==> src/common/clock_setup_pkg.sv <==
package clock_setup_pkg;
  // System clock rate and the range boundary of the lock loops
  localparam int CLK_SYS_MHZ = 100;
  localparam int HIGH_RANGE_MHZ = 60;
  localparam int HALVE_DIVISOR = 2;

  // Longest tolerated gap between sampled edges, in system cycles
  localparam int GAP_W = 8;
  localparam logic [GAP_W-1:0] HF_GAP_CYCLES =
    GAP_W'((CLK_SYS_MHZ + HIGH_RANGE_MHZ - 1) / HIGH_RANGE_MHZ);
  localparam logic [GAP_W-1:0] LF_GAP_CYCLES = 8'hFF;

  // Edges a loop must see in a row before it reports lock
  localparam int EDGE_W = 5;
  localparam logic [EDGE_W-1:0] LOCK_EDGES = 5'h10;

  // Heartbeat and LEDs
  localparam int HEARTBEAT_W = 26;
  localparam int LED_COUNT = 5;
  localparam int LED_HEARTBEAT = 4;

  // Register port
  localparam int ADDR_W = 4;
  localparam int DATA_W = 32;
  localparam logic [ADDR_W-1:0] OFF_CTRL = 4'h0;
  localparam logic [ADDR_W-1:0] OFF_STATUS = 4'h4;
  localparam logic [ADDR_W-1:0] OFF_HEARTBEAT = 4'h8;

  // Control fields
  localparam int CTRL_W = 5;
  localparam int CTRL_COMMON_BIT = 0;
  localparam int CTRL_SHARED_HI_BIT = 1;
  localparam int CTRL_INPUT_HI_BIT = 2;
  localparam int CTRL_OUTPUT_HI_BIT = 3;
  localparam int CTRL_HALVE_BIT = 4;
  localparam logic [CTRL_W-1:0] CTRL_RESET = 5'h03;

  // Status fields
  localparam int STATUS_W = 6;
  localparam int STAT_SHARED_LOCK_BIT = 0;
  localparam int STAT_INPUT_LOCK_BIT = 1;
  localparam int STAT_OUTPUT_LOCK_BIT = 2;
  localparam int STAT_SHARED_VALID_BIT = 3;
  localparam int STAT_INPUT_VALID_BIT = 4;
  localparam int STAT_OUTPUT_VALID_BIT = 5;

  typedef enum logic [2:0] {
    LOOP_IDLE = 3'b001,
    LOOP_HUNT = 3'b010,
    LOOP_LOCKED = 3'b100
  } loop_state_t;
endpackage : clock_setup_pkg

==> src/rtl/fifo_clock_domain_setup.sv <==
`timescale 1ns/10ps
module fifo_clock_domain_setup
(
  // Clock and reset
  input wire logic clk_sys_in,
  input wire logic reset_in,
  // Register port
  input wire logic [clock_setup_pkg::ADDR_W-1:0] reg_addr_in,
  input wire logic [clock_setup_pkg::DATA_W-1:0] reg_wdata_in,
  input wire logic reg_write_in,
  input wire logic reg_read_in,
  output logic [clock_setup_pkg::DATA_W-1:0] reg_rdata_out,
  // Clock sources toward the top level
  output logic shared_clock_source_out,
  output logic input_clock_source_out,
  output logic output_clock_source_out,
  // Conditioned clocks returned from the top level
  input wire logic shared_fifo_clock_in,
  input wire logic input_fifo_clock_in,
  input wire logic output_fifo_clock_in,
  // Clock status
  output logic shared_clock_valid_out,
  output logic input_clock_valid_out,
  output logic output_clock_valid_out,
  // Resets for logic on the returned clocks
  output logic shared_fifo_reset_out,
  output logic input_fifo_reset_out,
  output logic output_fifo_reset_out,
  // Application reset and LEDs
  output logic app_reset_out,
  output logic [clock_setup_pkg::LED_COUNT-1:0] led_out
);
  import clock_setup_pkg::*;

  function automatic logic hit(input logic [ADDR_W-1:0] a, input logic [ADDR_W-1:0] off);
    hit = (a == off);
  endfunction : hit

  // A returned clock counts only when its loop is locked and the mode uses it
  function automatic logic clock_ok(input logic locked, input logic enable);
    clock_ok = locked && enable;
  endfunction : clock_ok

  // Control and status state
  logic [CTRL_W-1:0] ctrl_r;
  logic [CTRL_W-1:0] ctrl_nxt;
  logic restart_r;
  logic restart_nxt;
  logic [DATA_W-1:0] rdata_r;
  logic [DATA_W-1:0] rdata_nxt;

  // Clock generation
  logic halve_r;
  logic [HEARTBEAT_W-1:0] heartbeat_r;

  // Lock and validity
  logic shared_locked;
  logic input_locked;
  logic output_locked;
  logic shared_valid_r;
  logic input_valid_r;
  logic output_valid_r;
  logic shared_rst_r;
  logic input_rst_r;
  logic output_rst_r;

  // Control fields
  wire common_fifo_clock_select = ctrl_r[CTRL_COMMON_BIT];
  wire shared_clock_high_range = ctrl_r[CTRL_SHARED_HI_BIT];
  wire input_clock_high_range = ctrl_r[CTRL_INPUT_HI_BIT];
  wire output_clock_high_range = ctrl_r[CTRL_OUTPUT_HI_BIT];
  wire halve_oscillator_select = ctrl_r[CTRL_HALVE_BIT];

  // Register decode
  wire ctrl_hit = hit(reg_addr_in, OFF_CTRL);
  wire status_hit = hit(reg_addr_in, OFF_STATUS);
  wire heartbeat_hit = hit(reg_addr_in, OFF_HEARTBEAT);
  wire ctrl_write = reg_write_in && ctrl_hit;
  wire [CTRL_W-1:0] ctrl_written = reg_wdata_in[CTRL_W-1:0];
  // A setting change means the source frequency or path moves: loops must relock
  wire ctrl_changed = ctrl_write && (ctrl_written != ctrl_r);

  // Status word
  wire [STATUS_W-1:0] status_word = {
    output_valid_r,
    input_valid_r,
    shared_valid_r,
    output_locked,
    input_locked,
    shared_locked
  };

  // Only the loops that the mode uses run; the others sit idle
  wire shared_enable = common_fifo_clock_select && !restart_r;
  wire input_enable = !common_fifo_clock_select && !restart_r;
  wire output_enable = !common_fifo_clock_select && !restart_r;

  // Valid flag and FIFO reset come from one term, so they never disagree while reset_in is low
  wire shared_ok = clock_ok(shared_locked, shared_enable);
  wire input_ok = clock_ok(input_locked, input_enable);
  wire output_ok = clock_ok(output_locked, output_enable);

  // Clock source: oscillator itself or its halved copy
  wire fifo_source = halve_oscillator_select ? halve_r : clk_sys_in;

  // Combinational read mux; reads of unmapped offsets give zero
  always_comb begin
    rdata_nxt = '0;
    if (reg_read_in) begin
      if (ctrl_hit) begin
        rdata_nxt = DATA_W'(ctrl_r);
      end else if (status_hit) begin
        rdata_nxt = DATA_W'(status_word);
      end else if (heartbeat_hit) begin
        rdata_nxt = DATA_W'(heartbeat_r);
      end
    end
  end

  always_comb begin
    ctrl_nxt = ctrl_r;
    restart_nxt = 1'b0;
    if (ctrl_write) begin
      ctrl_nxt = ctrl_written;
      restart_nxt = ctrl_changed;
    end
  end

  // Registers
  always_ff @(posedge clk_sys_in) begin
    if (reset_in) begin
      ctrl_r <= CTRL_RESET;
      restart_r <= 1'b0;
      rdata_r <= '0;
    end else begin
      ctrl_r <= ctrl_nxt;
      restart_r <= restart_nxt;
      rdata_r <= rdata_nxt;
    end
  end

  // Divide by two of the system oscillator
  always_ff @(posedge clk_sys_in) begin
    if (reset_in) begin
      halve_r <= 1'b0;
    end else begin
      halve_r <= ~halve_r;
    end
  end

  // Heartbeat: its top bit blinks LED 4 so a loaded design is visible
  always_ff @(posedge clk_sys_in) begin
    if (reset_in) begin
      heartbeat_r <= '0;
    end else begin
      heartbeat_r <= heartbeat_r + HEARTBEAT_W'(1);
    end
  end

  // Lock loops, one per possible returned clock
  lock_loop shared_loop (
    .clk_sys_in(clk_sys_in),
    .reset_in(reset_in),
    .enable_in(shared_enable),
    .high_range_in(shared_clock_high_range),
    .clock_in(shared_fifo_clock_in),
    .locked_out(shared_locked)
  );

  lock_loop input_loop (
    .clk_sys_in(clk_sys_in),
    .reset_in(reset_in),
    .enable_in(input_enable),
    .high_range_in(input_clock_high_range),
    .clock_in(input_fifo_clock_in),
    .locked_out(input_locked)
  );

  lock_loop output_loop (
    .clk_sys_in(clk_sys_in),
    .reset_in(reset_in),
    .enable_in(output_enable),
    .high_range_in(output_clock_high_range),
    .clock_in(output_fifo_clock_in),
    .locked_out(output_locked)
  );

  // Valid only when locked and used by the current mode
  always_ff @(posedge clk_sys_in) begin
    if (reset_in) begin
      shared_valid_r <= 1'b0;
      input_valid_r <= 1'b0;
      output_valid_r <= 1'b0;
    end else begin
      shared_valid_r <= shared_ok;
      input_valid_r <= input_ok;
      output_valid_r <= output_ok;
    end
  end

  // FIFO logic resets held until its clock is valid
  always_ff @(posedge clk_sys_in) begin
    if (reset_in) begin
      shared_rst_r <= 1'b1;
      input_rst_r <= 1'b1;
      output_rst_r <= 1'b1;
    end else begin
      shared_rst_r <= !shared_ok;
      input_rst_r <= !input_ok;
      output_rst_r <= !output_ok;
    end
  end

  // Sources: only the paths of the current mode carry a clock
  assign shared_clock_source_out = common_fifo_clock_select & fifo_source;
  assign input_clock_source_out = !common_fifo_clock_select & fifo_source;
  assign output_clock_source_out = !common_fifo_clock_select & fifo_source;

  assign shared_clock_valid_out = shared_valid_r;
  assign input_clock_valid_out = input_valid_r;
  assign output_clock_valid_out = output_valid_r;

  // Reset reaches the FIFO logic at once, release waits for lock
  assign shared_fifo_reset_out = reset_in | shared_rst_r;
  assign input_fifo_reset_out = reset_in | input_rst_r;
  assign output_fifo_reset_out = reset_in | output_rst_r;

  // Passed with no clock in the way, so the application sees it asynchronously
  assign app_reset_out = reset_in;

  // LEDs 0..2 show valid clocks, LED 3 stays dark
  assign led_out = {
    heartbeat_r[HEARTBEAT_W-1],
    1'b0,
    output_valid_r,
    input_valid_r,
    shared_valid_r
  };

  assign reg_rdata_out = rdata_r;
endmodule : fifo_clock_domain_setup

==> src/rtl/lock_loop.sv <==
`timescale 1ns/10ps
module lock_loop
(
  // Clock and reset
  input wire logic clk_sys_in,
  input wire logic reset_in,
  // Control
  input wire logic enable_in,
  input wire logic high_range_in,
  // Returned clock pin
  input wire logic clock_in,
  // Status
  output logic locked_out
);
  import clock_setup_pkg::*;

  logic clk_meta_r;
  logic clk_sync_r;
  logic clk_prev_r;
  logic [GAP_W-1:0] gap_r;
  logic [GAP_W-1:0] gap_nxt;
  logic [EDGE_W-1:0] edges_r;
  logic [EDGE_W-1:0] edges_nxt;
  loop_state_t state_r;
  loop_state_t state_nxt;

  wire edge_seen = clk_sync_r ^ clk_prev_r;
  // The high range loop tolerates only short gaps: sampled edges more than three cycles apart never lock it
  wire [GAP_W-1:0] gap_limit = high_range_in ? HF_GAP_CYCLES : LF_GAP_CYCLES;
  wire gap_over = (gap_r >= gap_limit) && !edge_seen;
  wire edges_done = edge_seen && (edges_r == LOCK_EDGES - 5'h01);

  // Pin passes two flops before anything looks at it; cleared with the loop so
  // that a stale or unknown sample cannot read as an edge right after reset
  always_ff @(posedge clk_sys_in) begin
    if (reset_in) begin
      clk_meta_r <= 1'b0;
      clk_sync_r <= 1'b0;
      clk_prev_r <= 1'b0;
    end else begin
      clk_meta_r <= clock_in;
      clk_sync_r <= clk_meta_r;
      clk_prev_r <= clk_sync_r;
    end
  end

  always_comb begin
    state_nxt = state_r;
    gap_nxt = edge_seen ? '0 : (gap_over ? gap_r : gap_r + 8'h01);
    edges_nxt = edges_r;
    unique case (state_r)
      LOOP_IDLE: begin
        edges_nxt = '0;
        if (enable_in) begin
          state_nxt = LOOP_HUNT;
        end
      end
      LOOP_HUNT: begin
        if (gap_over) begin
          edges_nxt = '0;
        end else if (edges_done) begin
          state_nxt = LOOP_LOCKED;
        end else if (edge_seen) begin
          edges_nxt = edges_r + 5'h01;
        end
      end
      LOOP_LOCKED: begin
        if (gap_over) begin
          state_nxt = LOOP_HUNT;
          edges_nxt = '0;
        end
      end
      default: begin
        state_nxt = LOOP_IDLE;
      end
    endcase
    if (!enable_in) begin
      state_nxt = LOOP_IDLE;
      gap_nxt = '0;
    end
  end

  always_ff @(posedge clk_sys_in) begin
    if (reset_in) begin
      state_r <= LOOP_IDLE;
      gap_r <= '0;
      edges_r <= '0;
    end else begin
      state_r <= state_nxt;
      gap_r <= gap_nxt;
      edges_r <= edges_nxt;
    end
  end

  assign locked_out = (state_r == LOOP_LOCKED);
endmodule : lock_loop

==> config.mk <==
export PLATFORM = sky130hd
export DESIGN_NAME = fifo_clock_domain_setup
export DESIGN_NICKNAME = d
export VERILOG_FILES = /design/src/common/clock_setup_pkg.sv /design/src/rtl/fifo_clock_domain_setup.sv /design/src/rtl/lock_loop.sv
export SDC_FILE = /design/constraint.sdc
export NUM_CORES = 1
export LEC_CHECK = 0
export BUFFER_PORTS_ARGS = -buffer_cell sky130_fd_sc_hd__buf_4
export CAP_MARGIN = 10
export CORE_ASPECT_RATIO = 1.4
export CORE_MARGIN = 2
export CORE_UTILIZATION = 28
export DETAILED_ROUTE_END_ITERATION = 10
export RECOVER_POWER = 50
export SLEW_MARGIN = 10
export SYNTH_ARGS = -nofsm -noshare
export SYNTH_HDL_FRONTEND = slang
export SYNTH_HIERARCHICAL = 1
export SYNTH_SLANG_ARGS = --single-unit
==> constraint.sdc <==
create_clock -name clk_sys_in -period 5.7 [get_ports clk_sys_in]
set_input_delay 1.14 -clock clk_sys_in [delete_from_list [all_inputs] [get_ports clk_sys_in]]
set_output_delay 1.14 -clock clk_sys_in [all_outputs]
set_load 0.02 [all_outputs]
# Yosys cells after proc, flatten, opt, wreduce, memory -nomap -nowiden
# Cells that the tools add are included.
# W data, S select, Z words.
[word_totals] elab_cells=161 output_inout_bits=47 register_bits=128 input_bits=43
[op_classes] n_reduce_logical=41 muxes=34 order_cmp=3 bitwise_logic=14 n_eq_ne=30 addsub=7
[ops] op="$mux W5" count=13
[ops] op="$pmux W5 S3" count=3
[ops] op="$mux W3" count=9
[ops] op="$pmux W3 S3" count=3
[ops] op="$add A26 B1 Y26 const B" count=1
[ops] op="$add A8 B1 Y8 const B" count=3
[ops] op="$ge A8 B8 Y1" count=3
[ops] op="$mux W8" count=3
[ops] op="$add A5 B1 Y5 const B" count=3
[ops] op="$eq A5 B4 Y1 const B" count=3
[ops] op="$logic_and A1 B1 Y1" count=13
[ops] op="$mux W6" count=2
[ops] op="$ne A2 B1 Y1 const B" count=6
[ops] op="$reduce_and A4 Y1" count=3
[ops] op="$reduce_or A3 Y1" count=4
[ops] op="$eq A3 B1 Y1 const B" count=3
[ops] op="$eq A3 B2 Y1 const B" count=3
[ops] op="$eq A3 B3 Y1 const B" count=3
[ops] op="$ne A3 B1 Y1 const B" count=3
[ops] op="$ne A3 B2 Y1 const B" count=3
[ops] op="$reduce_and A3 Y1" count=3
[ops] op="$reduce_bool A3 Y1" count=3
[ops] op="$logic_not A1 Y1" count=8
[ops] op="$reduce_or A2 Y1" count=4
[ops] op="12 further kinds" count=24

# Logic depth before layout (Yosys ltp)
[depth] ltp_word=5 mapped_depth=7

# Modules after synthesis
# Netlist, hierarchy kept.
[modules_own_cells] mod="fifo_clock_domain_setup" area_per_inst_um2=2618.8 seq_area_each_um2=1301.2 cells_each=289 instances=1
[modules_own_cells] mod="lock_loop (input_loop ...)" area_per_inst_um2=1131.1 seq_area_each_um2=380.4 cells_each=131 instances=2
[modules_own_cells] mod="lock_loop (shared_loop)" area_per_inst_um2=1132.3 seq_area_each_um2=380.4 cells_each=131 instances=1

==> reports/qor.yml <==
status:
  outcome: "finished, violations left"
  violations: "max-capacitance violations, max-slew violations"
finish:
  fin_util_pct: 35.3
  area_delta_synth_final_pct: 23.9
  layout.nets: 820
  insertedDiodeCount: 0
  layout-drive-gt1-share_pct: 11.8
  fillers: 2158
sta:
  tightest_slew_ns: 3.26
  finClkSkew_ns: 0.0159
  grt_setup_unrepaired: "false"
  setup_viol: 0
  hold_viol: 0
  fin_tns_setup_ns: 0
  drv_slew: 73
  relSlewSlack_pct: -117
hold_path:
  min_to: "shared_loop/clk_sync_r"
  holdCritPathClass: "flop to flop"
  hp-start: "shared_loop/clk_meta_r"
  hold_depth: 1
worst_setup_path:
  worstPathArrival_ns: 4.47
  worstSetupPathType: "clock port to output port"
  worstRegToRegCells: 7
  path_max_fanout: 2
  crit_required_ns: 4.56
  endpoint_kind: "output port"
  cp-start-kind: "clock port"
  reg2reg_from: "ctrl_r[2]"
  worst-r2r-setup-slack_ns: 3.05
  reg2reg_to: "input_loop/edges_r[2]"
floorplan:
  fp-row-count: 63
  die-area_um2: 22700
  die_h_um: 177
  io-pin-count: 90
  fp.dieW_um: 128
  start_util_pct: 28.5
  core_um2: 21100
drt:
  wirelength_um: 13800
  dr.pass1.iters: 5
  vias: 5039
  avgViaCountPerCell: 4.94
  drtIter0Drc: 361
  drc: 0
  ant_nets: 0
  avgRoutedWirePerCell_um: 13.5
clocking:
  path_clk_slew_ns: 0.05
  tritoncts: "built"
  clkLatencyLatePin_ns: 0.53
synthesis:
  ys_ff_latch: 122
  synth_edf_count: 0
  syn-cell-area_um2: 6010
  yosys-top-cells-count: "dfxtp_1, nor2_1, a21oi_1, inv_1, nand2_1"
  synth_flop_cell: "dfxtp_1"
  synth.distinct_cells: 55
  synth_cells: 682
  synth_top_area_cell: "dfxtp_1"
  synth_area_per_cell_um2: 8.82
  yosysMostFrequentCell: "dfxtp_1"
  synth_top_cell_area_share_pct: 40.6
  async_flop_share_pct: 0
  ys_seq_area_share_pct: 40.6
  synth_area_leaders: "dfxtp_1, ha_1, a21oi_1"
  synth_warnings: 6
grt:
  overflow: 0
  grt_first_pass_wirelength_um: 22500
  grt_usage_pct: 12.9
  grt_pass1_vias: 4803
  grt_max_degree: 73
  antenna_found_initial: 0
pwr:
  pwr_density_cell_nw_per_um2: 344
  ir_worst_vdd_uv: 225
  leakage_uw: 0.00279
placed_design:
  port_buffers: 55
  hpwl_um: 9330
  place_congestion: 0.792
run:
  maxCapViolations: 1
-- per-stage QoR --
step	setup slack, ns	hold slack (ns)	cell area [µm²]	instances	total power (µW)
6_report	0.0945	0.433	7450	1020	2560
5_1_grt	0.00926	0.455	7450	1020	2670
4_1_cts	0.0670	0.438	7550	1020	2600
3_5_place_dp	1.34	0.401	6620	974	1080
3_3_place_gp	1.34	0.396	6620	974	1080
2_1_floorplan	1.24	0.385	6040	688	1030
-- worst max path at each step --
stage                    start                 endpoint  slack [ns]  cells after the start
floorplan           clk_sys_in  output_clock_source_out        1.24                      3
global placement    clk_sys_in   input_clock_source_out        1.34                      3
detailed placement  clk_sys_in   input_clock_source_out        1.34                      3
CTS                 clk_sys_in  output_clock_source_out        0.07                     12
global route        clk_sys_in  output_clock_source_out       0.009                     12
finish              clk_sys_in  output_clock_source_out        0.09                     12
-- sequential cells by signal, indices dropped and copies added, names as in the netlist, 3 cells and up --
register / flops
ctrl_r: 5
heartbeat_r: 26
input_loop/edges_r: 5
input_loop/gap_r: 8
input_loop/state_r: 3
output_loop/edges_r: 5
output_loop/gap_r: 8
output_loop/state_r: 3
reg_rdata_out: 26
shared_loop/edges_r: 5
shared_loop/gap_r: 8
shared_loop/state_r: 3
-- cell type report --
cell class / instances / area [µm²] / share of cell area [%]
Multi-Input combinational cell: 491 / 3260 / 43.8
Clock buffer: 38 / 805 / 10.8
Timing Repair Buffer: 55 / 308 / 4.13
Tap cell: 260 / 325 / 4.37
Inverter: 43 / 161 / 2.17
Clock inverter: 11 / 144 / 1.93
Sequential cell: 122 / 2440 / 32.8
-- layer usage --
metal	vias up	track usage (%)	share of wire, %
met5	-	0	0
met4	0	8.70	1.6
li1	2576	-	-
met2	113	20.8	49
met3	17	4.64	5.4
met1	2333	14.0	44
-- cell usage in the layout (no fill, tap or decap), drive strengths merged, types with 6 or more instances in the layout --
cell type / count
a2111oi: 6
a211oi: 6
a21oi: 43
and2: 30
and3: 16
buf: 31
clkbuf: 62
conb: 7
dfxtp: 122
ha: 31
inv: 43
mux2: 13
nand2: 32
nand2b: 17
nand3: 28
nor2: 57
nor2b: 30
nor3: 9
o2111ai: 9
o211ai: 9
o21ai: 25
o31ai: 19
o32a: 6
o32ai: 6
or3: 10
or4: 15
xnor2: 18
xor2: 6
-- power by group --
| group | total, µW | switching, µW | internal [µW] |
|---|---|---|---|
| Sequential | 892 | 21.6 | 870 |
| Clock | 1530 | 476 | 1050 |
| Combinational | 142 | 87.5 | 54.8 |
-- what timing repair did --
| action | 4_1_cts | 5_1_grt |
|---|---|---|
| gates resized for setup | 2 | 0 |
| endpoints found under the hold margin | 0 | 0 |
| buffers inserted | 1 | 0 |
| hold buffers | 0 | 0 |
| setup endpoints to repair | 2 | 0 |
-- critical path, stage by stage --
cell and delay, ns:
clkbuf_16 0.12, clkbuf_16 0.13, clkbuf_16 0.14, clkbuf_16 0.14, clkbuf_16 0.14, clkbuf_16 0.13
mux2i_4 0.15, clkbuf_16 0.16, clkbuf_16 0.11, nor2_1 0.08, clkbuf_16 0.18, buf_4 0.15
-- logic make-up after synthesis --
family                     synth area share [%]
buffers and inverters                      5.68
other                                    0.0624
xor gates and xnor gates                   3.50
DFF                                        40.6
muxes                                      2.60
AOI/OAI and AO/OA                          15.9
adders and majority gates                  6.45
and+or+nand+nor                            25.2
No activity file was read; power rests on OpenSTA's default activity.
